`src/design/cag_pkg.sv`:
```
// Purpose : Shared constants and types for the CPU address generation block
// Assumes : 16-bit address space, 8-bit data, four register banks
// Notes   : Area offsets, register codes and the program counter reset value live here
package cag_pkg;

   localparam int ADDR_W = 16;
   localparam int DATA_W = 8;

   // Program counter after reset
   localparam logic [15:0] PC_RESET = 16'h0000;

   // Fixed-area call base
   localparam logic [4:0] FIXED_CALL_HI = 5'h01;

   // Table call area
   localparam logic [9:0] TABLE_BASE_HI = 10'h001;

   // Short direct window
   localparam logic [6:0] SADDR_HI       = 7'h7F;
   localparam logic [7:0] SADDR_WRAP_LIM = 8'h20;

   // Special-register upper byte
   localparam logic [7:0] SFR_HI = 8'hFF;

   // Byte register codes
   localparam logic [2:0] REG_X = 3'h0;
   localparam logic [2:0] REG_A = 3'h1;
   localparam logic [2:0] REG_C = 3'h2;
   localparam logic [2:0] REG_B = 3'h3;
   localparam logic [2:0] REG_E = 3'h4;
   localparam logic [2:0] REG_D = 3'h5;
   localparam logic [2:0] REG_L = 3'h6;
   localparam logic [2:0] REG_H = 3'h7;

   // Pair register codes
   localparam logic [1:0] PAIR_ACC  = 2'h0;
   localparam logic [1:0] PAIR_BC   = 2'h1;
   localparam logic [1:0] PAIR_DE   = 2'h2;
   localparam logic [1:0] PAIR_BASE = 2'h3;

   // Program-counter source
   typedef enum logic [2:0] {
      CAG_PC_SEQ,
      CAG_PC_REL,
      CAG_PC_ABS,
      CAG_PC_FIXED,
      CAG_PC_TABLE,
      CAG_PC_ACC,
      CAG_PC_HOLD
   } cag_pc_mode_e;

   // Operand address mode
   typedef enum logic [3:0] {
      CAG_OP_NONE,
      CAG_OP_IMPLIED_BYTE,
      CAG_OP_IMPLIED_PAIR,
      CAG_OP_REG_BYTE,
      CAG_OP_REG_PAIR,
      CAG_OP_DIRECT,
      CAG_OP_SHORT,
      CAG_OP_SFR,
      CAG_OP_INDIRECT,
      CAG_OP_BASED
   } cag_op_mode_e;

   // Implied-register operation
   typedef enum logic [2:0] {
      CAG_IMP_MULTIPLY,
      CAG_IMP_DIVIDE,
      CAG_IMP_ADJ_ADD,
      CAG_IMP_ADJ_SUB,
      CAG_IMP_ROT_RIGHT,
      CAG_IMP_ROT_LEFT
   } cag_imp_op_e;

endpackage

```
`src/design/cag_core.sv`:
```
// Purpose : Next program counter and operand effective address generation
// Assumes : Decoder supplies mode, length and instruction bytes each step
// Notes   : Register file read in two cycles is external; pair values are inputs
//
// Summary of operation
// RULE_01 - Sequential fetch adds instruction length to program counter.
// RULE_02 - Relative branch loads next-instruction address plus displacement byte.
// RULE_03 - Displacement is signed, bit 7 sign, extended to 16 bits.
// RULE_04 - Relative form used for short branch and all conditional branches.
// RULE_05 - Absolute call and branch copy the 16-bit target.
// RULE_06 - Fixed-area call reaches only 0800H to 0FFFH from 11 bits.
// RULE_07 - Table call picks entry at 40H-7FH by opcode bits 1-5.
// RULE_08 - Register branch loads program counter from accumulator pair.
// RULE_09 - Multiply reads accumulator byte, writes product to accumulator pair.
// RULE_10 - Word divide reads and writes the accumulator pair.
// RULE_11 - Decimal adjust and digit rotate use the accumulator byte.
// RULE_12 - Registers taken from bank chosen by two select bits, 3-bit code.
// RULE_13 - Byte codes X,A,C,B,E,D,L,H; pair codes accumulator,BC,DE,base.
// RULE_14 - Direct mode uses 16-bit immediate unchanged as address.
// RULE_15 - Short direct addresses lie in FE20H to FF1FH.
// RULE_16 - Short direct bit 8 clear for 20H-FFH, set for 00H-1FH.
// RULE_17 - Software gives only even addresses for 16-bit short direct.
// RULE_18 - Special-register mode reaches FF00H-FFCFH and FFE0H-FFFFH.
// RULE_19 - Software names only even 16-bit-capable special registers.
// RULE_20 - Register indirect uses selected pair of active bank.
// RULE_21 - Based adds zero-extended offset to base pair, carry dropped.
// RULE_22 - Special-register address is FFH high byte, instruction byte low.
`timescale 1ns/1ps
`default_nettype none
module cag_core
   import cag_pkg::*;
#(
   parameter int LEN_W = 3
)(
   input  wire logic                  clk_in,
   input  wire logic                  srst_in,
   input  wire logic                  step_in,
   input  wire cag_pkg::cag_pc_mode_e pc_mode_in,
   input  wire logic                  cond_taken_in,
   input  wire logic [LEN_W-1:0]      instr_len_in,
   input  wire logic [7:0]            opcode_in,
   input  wire logic [7:0]            imm_byte_in,
   input  wire logic [15:0]           imm_word_in,
   input  wire logic [15:0]           table_entry_in,
   input  wire cag_pkg::cag_op_mode_e op_mode_in,
   input  wire cag_pkg::cag_imp_op_e  imp_op_in,
   input  wire logic [2:0]            byte_register_code_in,
   input  wire logic [1:0]            pair_register_code_in,
   input  wire logic                  bank_select_low_in,
   input  wire logic                  bank_select_high_in,
   input  wire logic [15:0]           accumulator_pair_in,
   input  wire logic [15:0]           sel_pair_in,
   input  wire logic [15:0]           base_pointer_pair_in,
   output var  logic [15:0]           pc_out,
   output var  logic [15:0]           table_addr_out,
   output var  logic [15:0]           op_addr_out,
   output var  logic                  op_is_mem_out,
   output var  logic [4:0]            src_reg_index_out,
   output var  logic [4:0]            dst_reg_index_out,
   output var  logic                  src_is_pair_out,
   output var  logic                  dst_is_pair_out
);
   import cag_pkg::*;

   // -----------------------------------------------------------------
   // Address functions
   // -----------------------------------------------------------------
   function automatic logic [15:0] sext8(input logic [7:0] v);
      sext8 = {{8{v[7]}}, v}; // [RULE_03]
   endfunction

   // Codes below 20H fold up onto FF00H to FF1FH
   function automatic logic [15:0] short_addr(input logic [7:0] v);
      logic bit8;
      bit8 = (v < SADDR_WRAP_LIM); // [RULE_16]
      short_addr = {SADDR_HI, bit8, v}; // [RULE_15]
   endfunction

   // -----------------------------------------------------------------
   // Register index mapping
   // -----------------------------------------------------------------
   logic [4:0] byte_idx;
   logic [4:0] pair_idx;
   logic [4:0] acc_byte_idx;
   logic [4:0] acc_pair_idx;

   // Pair slots are even, high byte one slot up
   cag_reg_map u_map (
      .bank_select_low_in    (bank_select_low_in),
      .bank_select_high_in   (bank_select_high_in),
      .byte_register_code_in (byte_register_code_in),
      .pair_register_code_in (pair_register_code_in),
      .byte_index_out        (byte_idx),
      .pair_index_out        (pair_idx)
   );

   // Accumulator codes fixed for implied operands
   cag_reg_map u_acc_map (
      .bank_select_low_in    (bank_select_low_in),
      .bank_select_high_in   (bank_select_high_in),
      .byte_register_code_in (REG_A),
      .pair_register_code_in (PAIR_ACC),
      .byte_index_out        (acc_byte_idx),
      .pair_index_out        (acc_pair_idx)
   );

   // -----------------------------------------------------------------
   // Table call entry address
   // -----------------------------------------------------------------
   cag_pc_table u_table (
      .clk_in         (clk_in),
      .srst_in        (srst_in),
      .opcode_in      (opcode_in),
      .entry_addr_out (table_addr_out)
   );

   // -----------------------------------------------------------------
   // Next program counter
   // -----------------------------------------------------------------
   logic [15:0] seq_pc;
   logic [15:0] pc_nxt;

   // Start of the following instruction, base of relative targets
   always_comb begin
      seq_pc = pc_out + 16'(instr_len_in); // [RULE_01]
   end

   always_comb begin
      pc_nxt = pc_out;
      unique case (pc_mode_in)
         CAG_PC_SEQ: begin
            pc_nxt = seq_pc; // [RULE_01]
         end

         CAG_PC_REL: begin
            // Conditional branches fall through when not taken
            if (cond_taken_in) begin
               pc_nxt = seq_pc + sext8(imm_byte_in); // [RULE_02] [RULE_04]
            end else begin
               pc_nxt = seq_pc;
            end
         end

         CAG_PC_ABS: begin
            pc_nxt = imm_word_in; // [RULE_05]
         end

         CAG_PC_FIXED: begin
            pc_nxt = {FIXED_CALL_HI, imm_word_in[10:0]}; // [RULE_06]
         end

         CAG_PC_TABLE: begin
            pc_nxt = table_entry_in; // [RULE_07]
         end

         CAG_PC_ACC: begin
            pc_nxt = accumulator_pair_in; // [RULE_08]
         end

         CAG_PC_HOLD: begin
            pc_nxt = pc_out;
         end

         // Spare code of the mode field
         default: begin
            pc_nxt = pc_out;
         end
      endcase
   end

   // -----------------------------------------------------------------
   // Program counter register
   // -----------------------------------------------------------------
   always_ff @(posedge clk_in) begin
      if (srst_in) begin
         pc_out <= PC_RESET;
      end else if (step_in) begin
         pc_out <= pc_nxt;
      end
   end

   // -----------------------------------------------------------------
   // Operand effective address
   // -----------------------------------------------------------------
   logic [15:0] op_addr_nxt;
   logic        op_mem_nxt;

   always_comb begin
      op_addr_nxt = 16'h0000;
      op_mem_nxt  = 1'b0;
      unique case (op_mode_in)
         CAG_OP_DIRECT: begin
            op_addr_nxt = imm_word_in; // [RULE_14]
            op_mem_nxt  = 1'b1;
         end

         CAG_OP_SHORT: begin
            op_addr_nxt = short_addr(imm_byte_in); // [RULE_15] [RULE_16]
            op_mem_nxt  = 1'b1;
         end

         CAG_OP_SFR: begin
            op_addr_nxt = {SFR_HI, imm_byte_in}; // [RULE_18] [RULE_22]
            op_mem_nxt  = 1'b1;
         end

         CAG_OP_INDIRECT: begin
            op_addr_nxt = sel_pair_in; // [RULE_20]
            op_mem_nxt  = 1'b1;
         end

         // Sum keeps 16 bits, carry out of bit 15 is lost
         CAG_OP_BASED: begin
            op_addr_nxt = base_pointer_pair_in + {8'h00, imm_byte_in}; // [RULE_21]
            op_mem_nxt  = 1'b1;
         end

         // Implied and register modes reach no memory
         default: begin
            op_addr_nxt = 16'h0000;
            op_mem_nxt  = 1'b0;
         end
      endcase
   end

   // -----------------------------------------------------------------
   // Operand address registers
   // -----------------------------------------------------------------
   always_ff @(posedge clk_in) begin
      if (srst_in) begin
         op_addr_out <= 16'h0000;
      end else if (step_in) begin
         op_addr_out <= op_addr_nxt;
      end
   end

   always_ff @(posedge clk_in) begin
      if (srst_in) begin
         op_is_mem_out <= 1'b0;
      end else if (step_in) begin
         op_is_mem_out <= op_mem_nxt;
      end
   end

   // -----------------------------------------------------------------
   // Register operand selection
   // -----------------------------------------------------------------
   logic [4:0] src_nxt;
   logic [4:0] dst_nxt;
   logic       src_pair_nxt;
   logic       dst_pair_nxt;

   // Memory modes leave both indexes at slot 0
   always_comb begin
      src_nxt      = 5'h00;
      dst_nxt      = 5'h00;
      src_pair_nxt = 1'b0;
      dst_pair_nxt = 1'b0;
      unique case (op_mode_in)
         CAG_OP_REG_BYTE: begin
            src_nxt = byte_idx; // [RULE_12] [RULE_13]
            dst_nxt = byte_idx;
         end

         CAG_OP_REG_PAIR: begin
            src_nxt      = pair_idx; // [RULE_13]
            dst_nxt      = pair_idx;
            src_pair_nxt = 1'b1;
            dst_pair_nxt = 1'b1;
         end

         CAG_OP_IMPLIED_BYTE, CAG_OP_IMPLIED_PAIR: begin
            unique case (imp_op_in)
               CAG_IMP_MULTIPLY: begin
                  // Other factor is not selected here; the register field is unused for multiply
                  src_nxt      = acc_byte_idx; // [RULE_09]
                  dst_nxt      = acc_pair_idx;
                  dst_pair_nxt = 1'b1;
               end

               CAG_IMP_DIVIDE: begin
                  src_nxt      = acc_pair_idx; // [RULE_10]
                  dst_nxt      = acc_pair_idx;
                  src_pair_nxt = 1'b1;
                  dst_pair_nxt = 1'b1;
               end

               CAG_IMP_ADJ_ADD, CAG_IMP_ADJ_SUB,
               CAG_IMP_ROT_RIGHT, CAG_IMP_ROT_LEFT: begin
                  src_nxt = acc_byte_idx; // [RULE_11]
                  dst_nxt = acc_byte_idx;
               end

               default: begin
                  src_nxt = acc_byte_idx;
                  dst_nxt = acc_byte_idx;
               end
            endcase
         end

         default: begin
            src_nxt = 5'h00;
         end
      endcase
   end

   // -----------------------------------------------------------------
   // Register operand outputs
   // -----------------------------------------------------------------
   always_ff @(posedge clk_in) begin
      if (srst_in) begin
         src_reg_index_out <= 5'h00;
      end else if (step_in) begin
         src_reg_index_out <= src_nxt;
      end
   end

   always_ff @(posedge clk_in) begin
      if (srst_in) begin
         dst_reg_index_out <= 5'h00;
      end else if (step_in) begin
         dst_reg_index_out <= dst_nxt;
      end
   end

   always_ff @(posedge clk_in) begin
      if (srst_in) begin
         src_is_pair_out <= 1'b0;
      end else if (step_in) begin
         src_is_pair_out <= src_pair_nxt;
      end
   end

   always_ff @(posedge clk_in) begin
      if (srst_in) begin
         dst_is_pair_out <= 1'b0;
      end else if (step_in) begin
         dst_is_pair_out <= dst_pair_nxt;
      end
   end
endmodule
`default_nettype wire

```
`src/design/cag_pc_table.sv`:
```
// Purpose : Table-call entry address built from the opcode index bits
// Assumes : Index is opcode immediate bits 1 to 5
// Notes   : Outputs registered
`timescale 1ns/1ps
`default_nettype none
module cag_pc_table
   import cag_pkg::*;
(
   input  wire logic                  clk_in,
   input  wire logic                  srst_in,
   input  wire logic [7:0]            opcode_in,
   output var  logic [15:0]           entry_addr_out
);
   import cag_pkg::*;

   // -----------------------------------------------------------------
   // Entry address 0040H + 2*index
   // -----------------------------------------------------------------
   always_ff @(posedge clk_in) begin
      if (srst_in) begin
         entry_addr_out <= 16'h0000;
      end else begin
         entry_addr_out <= {TABLE_BASE_HI, opcode_in[5:1], 1'b0}; // [RULE_07]
      end
   end
endmodule
`default_nettype wire

```
`src/design/cag_reg_map.sv`:
```
// Purpose : Maps register codes to bank-file locations
// Assumes : Bank file holds 8 bytes per bank, 4 banks
// Notes   : Combinational lookup in a single always_comb block
`timescale 1ns/1ps
`default_nettype none
module cag_reg_map
   import cag_pkg::*;
(
   input  wire logic                  bank_select_low_in,
   input  wire logic                  bank_select_high_in,
   input  wire logic [2:0]            byte_register_code_in,
   input  wire logic [1:0]            pair_register_code_in,
   output var  logic [4:0]            byte_index_out,
   output var  logic [4:0]            pair_index_out
);
   import cag_pkg::*;

   // -----------------------------------------------------------------
   // Bank offset and index build
   // -----------------------------------------------------------------
   // Code order X,A,C,B,E,D,L,H maps directly to byte slots 0..7
   always_comb begin
      byte_index_out = {bank_select_high_in, bank_select_low_in,
                        byte_register_code_in}; // [RULE_12] [RULE_13]
      pair_index_out = {bank_select_high_in, bank_select_low_in,
                        pair_register_code_in, 1'b0}; // [RULE_13]
   end
endmodule
`default_nettype wire

```
`config.mk`:
```
export PLATFORM = sky130hd
export DESIGN_NAME = cag_core
export DESIGN_NICKNAME = d
export VERILOG_FILES = /design/src/design/cag_pkg.sv /design/src/design/cag_core.sv /design/src/design/cag_pc_table.sv /design/src/design/cag_reg_map.sv
export SDC_FILE = /design/constraint.sdc
export NUM_CORES = 1
export LEC_CHECK = 0
export BUFFER_PORTS_ARGS = -buffer_cell sky130_fd_sc_hd__buf_4
export CAP_MARGIN = 20
export CORE_ASPECT_RATIO = 0.6
export CORE_MARGIN = 2
export CORE_UTILIZATION = 45
export CTS_BUF_LIST = sky130_fd_sc_hd__clkbuf_16
export CTS_CLUSTER_SIZE = 40
export DETAILED_ROUTE_END_ITERATION = 8
export HOLD_SLACK_MARGIN = 0.02
export PLACE_DENSITY = 0.78
export SETUP_SLACK_MARGIN = 0.4
export SYNTH_ARGS = -nofsm -noshare
export SYNTH_HDL_FRONTEND = slang
export SYNTH_SLANG_ARGS = --single-unit
```
`constraint.sdc`:
```
create_clock -name clk_in -period 3.31 [get_ports clk_in]
set_input_delay 0.4965 -clock clk_in [delete_from_list [all_inputs] [get_ports clk_in]]
set_output_delay 0.4965 -clock clk_in [all_outputs]
set_load 0.005 [all_outputs]
```
# Word level (Yosys, flattened, before mapping)
# Cells that the tools add are included.
# W data, S select, Z words.
[totals] regBits=61 input_bits=120 elab_cells=48
[op_classes] addsub=3 order_cmp=1 eq_ne=15 muxes=13 reduce_logical=7
[op_table] cell="$pmux W16 S6" n=1
[op_table] cell="$pmux W16 S5" n=1
[op_table] cell="$pmux W5 S3" n=2
[op_table] cell="$add A16 B16 Y16" n=1
[op_table] cell="$add A16 B3 Y16" n=1
[op_table] cell="$add A16 B8 Y16" n=1
[op_table] cell="$eq A4 B3 Y1 const B" n=4
[op_table] cell="$mux W16" n=1
[op_table] cell="$eq A4 B2 Y1 const B" n=2
[op_table] cell="$eq A4 B4 Y1 const B" n=2
[op_table] cell="$lt A8 B6 Y1 const B" n=1
[op_table] cell="$mux W7" n=1
[op_table] cell="$eq A3 B1 Y1 const B" n=2
[op_table] cell="$eq A3 B2 Y1 const B" n=2
[op_table] cell="$eq A3 B3 Y1 const B" n=2
[op_table] cell="$logic_not A3 Y1" n=2
[op_table] cell="$reduce_bool A6 Y1" n=1
[op_table] cell="$mux W1" n=5
[op_table] cell="$reduce_or A5 Y1" n=1
[op_table] cell="$eq A4 B1 Y1 const B" n=1
[op_table] cell="$pmux W1 S2" n=2
[op_table] cell="$reduce_or A2 Y1" n=2
[op_table] cell="$reduce_and A2 Y1" n=1

# Depth between registers and ports, before layout
[depth] depth_word=4 ltp_mapped=15 depth_no_buf=15

# By module
# A second synthesis with hierarchy kept.
[hier_totals] hier_cells=685 area_unflattened_um2=5001.0
[by_module_without_submodules] module="cag_core" instances=1 cells_per_inst=640 area_per_inst_um2=4609.4 seq_area_each_um2=900.9
[by_module_without_submodules] module="cag_pc_table" instances=1 cells_per_inst=23 area_per_inst_um2=234.0 seq_area_each_um2=120.1
[by_module_without_submodules] module="cag_reg_map" instances=2 cells_per_inst=11 area_per_inst_um2=78.8 seq_area_each_um2=0.0

# Least setup slack after synthesis
# Ideal clock, no wire load.
[synth_timing] path_type="input -> register" from="input port instr_len_in[0]" to="register pc_out[15]" t_arrival_ps=3386 t_required_ps=3194 path_slack_ps=-192 path_stages=15 cell_sequence="ha_1 -> inv_1 -> fa_1 -> and2b_2 -> o211a_1 -> nand3_1 -> xnor2_1 -> ha_1 -> clkbuf_2 -> nand3_1 -> or4_1 -> nor3_1 -> o21ai_0 -> and3b_1 -> o211a_1"
[synth_between] elab_chain_len=4
[synth_lines] element="start, declared" line="cag_core.sv:40" source="input wire logic [LEN_W-1:0] instr_len_in,"
[synth_lines] element="$add A16 B3 Y16 *" line="cag_core.sv:125" source="seq_pc = pc_out + 16'(instr_len_in);"
[synth_lines] element="$add A16 B16 Y16" line="cag_core.sv:138" source="pc_nxt = seq_pc + sext8(imm_byte_in);"
[synth_lines] element="$mux W16" line="cag_core.sv:137" source="if (cond_taken_in) begin"
[synth_lines] element="$pmux W16 S6 *" line="cag_core.sv:130" source="unique case (pc_mode_in)"
[synth_lines] element="end signal, assigned" line="cag_core.sv:178" source="pc_out <= pc_nxt;"
[synth_lines] element="end, declared" line="cag_core.sv:54" source="output var logic [15:0] pc_out,"
# Every way passes the cells marked *; elsewhere a longest branch is shown, timed or not.
# A chain may end at the register's enable or synchronous reset.

# Worst setup path in the final report
[layout_timing] from="register pc_out[0]" to="register pc_out[14]"
[layout_between] elab_chain_len=4
[layout_lines] element="$add A16 B3 Y16 *" line="cag_core.sv:125"
[layout_lines] element="$add A16 B16 Y16" line="cag_core.sv:138"
[layout_lines] element="$mux W16" line="cag_core.sv:137"
[layout_lines] element="$pmux W16 S6 *" line="cag_core.sv:130"
# Marked as above.

==> flow_summary.yaml <==
power:
  p_seq_frac: 0.289
  swShare: 0.3715
  p_leak_nw: 3.089
  power_density_nw_per_um2: 306.9
  internal-power_mw: 1.341
  power.share.clock: 0.254
  power.total_mw: 2.133
  p_sw_uw: 792.6
  combPwrFrac: 0.457
  vdd_drop_max_uv: 212.5
drt:
  drt-initial-drc-count: 806
  dr_total_vias: 6079
  wl_per_cell_um: 21.22
  wl_mm: 20.29
  drt_pass1_iterations: 5
  ant_nets: 0
  drc: 0
  via_per_inst: 6.359
outcome:
  status: "finished, violations left"
  violations: "negative setup slack"
sta:
  max_freq_mhz: 285.7
  tightest_slew_ns: 0.7403
  setup_slack_ns: -0.1901
  timing.final.crit_period_ns: 3.500
  min_period_over_period: 1.057
  fin_setup_tns_ns: -0.3830
  rsz0062_at_grt: "yes"
  finalSetupViolations: 4
  max_slew_margin: 0.5000
  fin_hold_ws_ns: 0.4060
  hold_violations: 0
  drv_slew: 0
  skew_ns: 0.005832
worst_setup_path:
  critPathBufInv: 1
  end_kind: "flip-flop"
  max_stage_delay_ns: 0.47
  crit_family: "simple AND/OR/NAND/NOR gates"
  arrival_ns: 3.68
  cp_cell_sequence: "ha_4, inv_2, fa_2, and2b_2, o211a_4, nand4_1, xnor2_2, ha_4, nand2_4, o21ai_4, a31o_4, a311oi_4, nor4b_2, or4_1"
  crit_top_cell: "ha_4"
  critPathKind: "reg2reg"
  cp-start-kind: "flip-flop"
  required_ns: 3.49
  cp_slowest_cell: "or4_1"
  crit_fanout: 5
yosys:
  ys_types: 81
  async_flop_share: 0
  synth_area_leaders: "dfxtp_1 (20%), ha_1 (7.0%), a21oi_1 (5.9%)"
  synth_seq_cells: 47
  avgSynthCellArea_um2: 7.558
  synth_cells: 614
  synth_top_area_frac: 0.2028
  dominantRegCellSynth: "dfxtp_1"
  netlist_area_um2: 4641
  synth-seq-area-share: 0.2028
  synth_top_cell_by_area: "dfxtp_1"
  synth_edf_count: 0
  synth-warning-count: 0
global_routing:
  grt_start_max_net_pins: 41
  grt_pass1_wl_mm: 29.70
  first_global_vias: 5625
  overflow: 0
  groute.usage.overall: 0.3454
  antenna_found_initial: 0
cts:
  hold_buffers: 0
  cts_buffers: 5
  cts_htree_levels: 2
  cts_tree: "built"
  cts.sinks: 47
  clockBufferDepth: 2
  clk_pin_slew_ns: 0.07
  cts-root-buf: "clkbuf_16"
  clk_latency_ns: 0.30
final_layout:
  drive_above_1_share: 0.3776
  nFillCells: 828
  synthToLayoutAreaGrowth_pct: 49.80
  instances_no_fill: 956
  diodes: 0
  fin_nets: 969
  final_area_um2: 6952
  fin_util: 0.6987
floorplan:
  rows: 28
  start_util: 0.4664
  fp.dieW_um: 135.1
  io_pins: 181
  core_um2: 9950
  die_h_um: 82.66
  die_area_um2: 11170
worst_hold_path:
  min_path_type: "in2reg"
placed_design:
  pre_cts_slack_ns: -0.5068
  port_buffers: 167
  place_inst: 937
  gp_congestion: 1.010
  dpl-instance-area_um2: 6339
  dp_hpwl_mm: 15.22
job:
  cap_violations: 0
what timing repair did:
item	4_1_cts	5_1_grt
endpoints found under the setup margin	10	11
buffers inserted	6	5
pin swaps	26	19
gates resized for setup	39	30
worst paths after layout:
kind / to / startpoint / cells after the start / slack, ns
worst min register to register: op_is_mem_out / op_is_mem_out / 2 / 0.47
worst max-delay path: pc_out[14] / pc_out[0] / 14 / -0.19
worst max register to register: pc_out[14] / pc_out[0] / 14 / -0.19
worst min-delay path: u_table.entry_addr_out[4] / opcode_in[4] / 2 / 0.41
worst reg2reg max path, delay by kind of cell (launching register included):
kind | cells | cell delay [ns]
AND/OR/NAND/NOR | 5 | 1.05
AO/OA/AOI/OAI | 4 | 0.86
adder cells (fa/ha/maj) | 3 | 0.75
flip-flops | 1 | 0.35
XOR/XNOR | 1 | 0.32
buffers and inverters | 1 | 0.03
cell families (layout without fill, tap and decap cells):
kind of cell    Yosys count  after routing  share of synthesized area
other cells               1             10                  0.0008081
compound gates          225            225                     0.3373
fa+ha+maj                29             29                    0.08304
buf+inv                  67            265                    0.07091
flops                    47             47                     0.2027
xor+xnor                 25             25                    0.04718
simple gates            212            212                     0.2400
mux                       8              8                    0.01806
cell type report:
class                      count  area [um^2]  share of cell area
timing repair buffer         234         1768              0.2543
sequential                    47        942.2              0.1355
clock inverter                 3        20.02            0.002880
inverter                      23        86.33             0.01242
clock buffer                   5        125.1             0.01800
tap                          135        168.9             0.02430
multi-input combinational    509         3841              0.5526
layer usage:
metal  track usage  share of wire  vias to the layer above
met5             0              0                        -
met4        0.1010          0.027                        0
met3       0.09890           0.14                       65
met2        0.5365           0.43                      464
met1        0.4687           0.41                     2828
li1              -              -                     2722
cell usage after synthesis (6+ instances only):
master,n
nand2_1,57
a21oi_1,55
dfxtp_1,47
nor2_1,42
o21ai_0,42
ha_1,26
inv_1,23
a22oi_1,19
clkbuf_1,19
nand3_1,18
xnor2_1,16
buf_4,15
nor3_1,12
a221oi_1,11
nand2b_1,11
nor2b_1,11
o22ai_1,11
o21a_1,10
and2_1,9
xor2_1,9
nand4_1,8
a21o_1,7
a222oi_1,7
a211oi_1,6
and3_1,6
nor3b_1,6
or3_1,6
layout by cell type, fill, tap and decap left out, types with 4 or more instances in the layout:
cell type / Yosys / layout
o221ai_1: 4 / 4
o22ai_1: 11 / 9
o21ai_1: 0 / 5
dfxtp_1: 47 / 46
nor3_1: 12 / 11
o2111ai_1: 4 / 4
nand3_1: 18 / 16
nand2_1: 57 / 53
conb_1: 1 / 10
nor3b_2: 1 / 4
inv_1: 23 / 23
ha_1: 26 / 17
a222oi_1: 7 / 7
buf_4: 15 / 231
o21a_1: 10 / 8
a221o_1: 4 / 4
clkbuf_16: 0 / 5
o21ai_0: 42 / 35
xor2_1: 9 / 7
and3_1: 6 / 6
mux2i_1: 5 / 5
xnor2_1: 16 / 13
nand4_1: 8 / 8
a211oi_1: 6 / 6
a221oi_1: 11 / 10
nor2_1: 42 / 39
nor2b_1: 11 / 11
a21oi_1: 55 / 50
and2_1: 9 / 9
a21o_1: 7 / 7
ha_4: 0 / 8
or3_1: 6 / 6
o2bb2ai_1: 5 / 5
or4_1: 5 / 4
a22oi_1: 19 / 19
nand2b_1: 11 / 11
registers in the layout, summed over array words and instances, names as in the netlist:
register                flops
dst_is_pair_out             1
dst_reg_index_out           1
op_addr_out                16
op_is_mem_out               1
pc_out                     16
src_is_pair_out             1
src_reg_index_out           5
u_table.entry_addr_out      6
power groups by stage:
stage | clock network (mW) | logic [mW] | registers (mW)
after floorplan | 0 | 0.453 | 0.626
after global placement | 0 | 0.794 | 0.627
after detailed placement | 0 | 0.815 | 0.628
after CTS | 0.541 | 0.883 | 0.616
after global routing | 0.566 | 1.03 | 0.620
final | 0.541 | 0.975 | 0.618
Note: power is estimated with default switching activity, not from simulation.
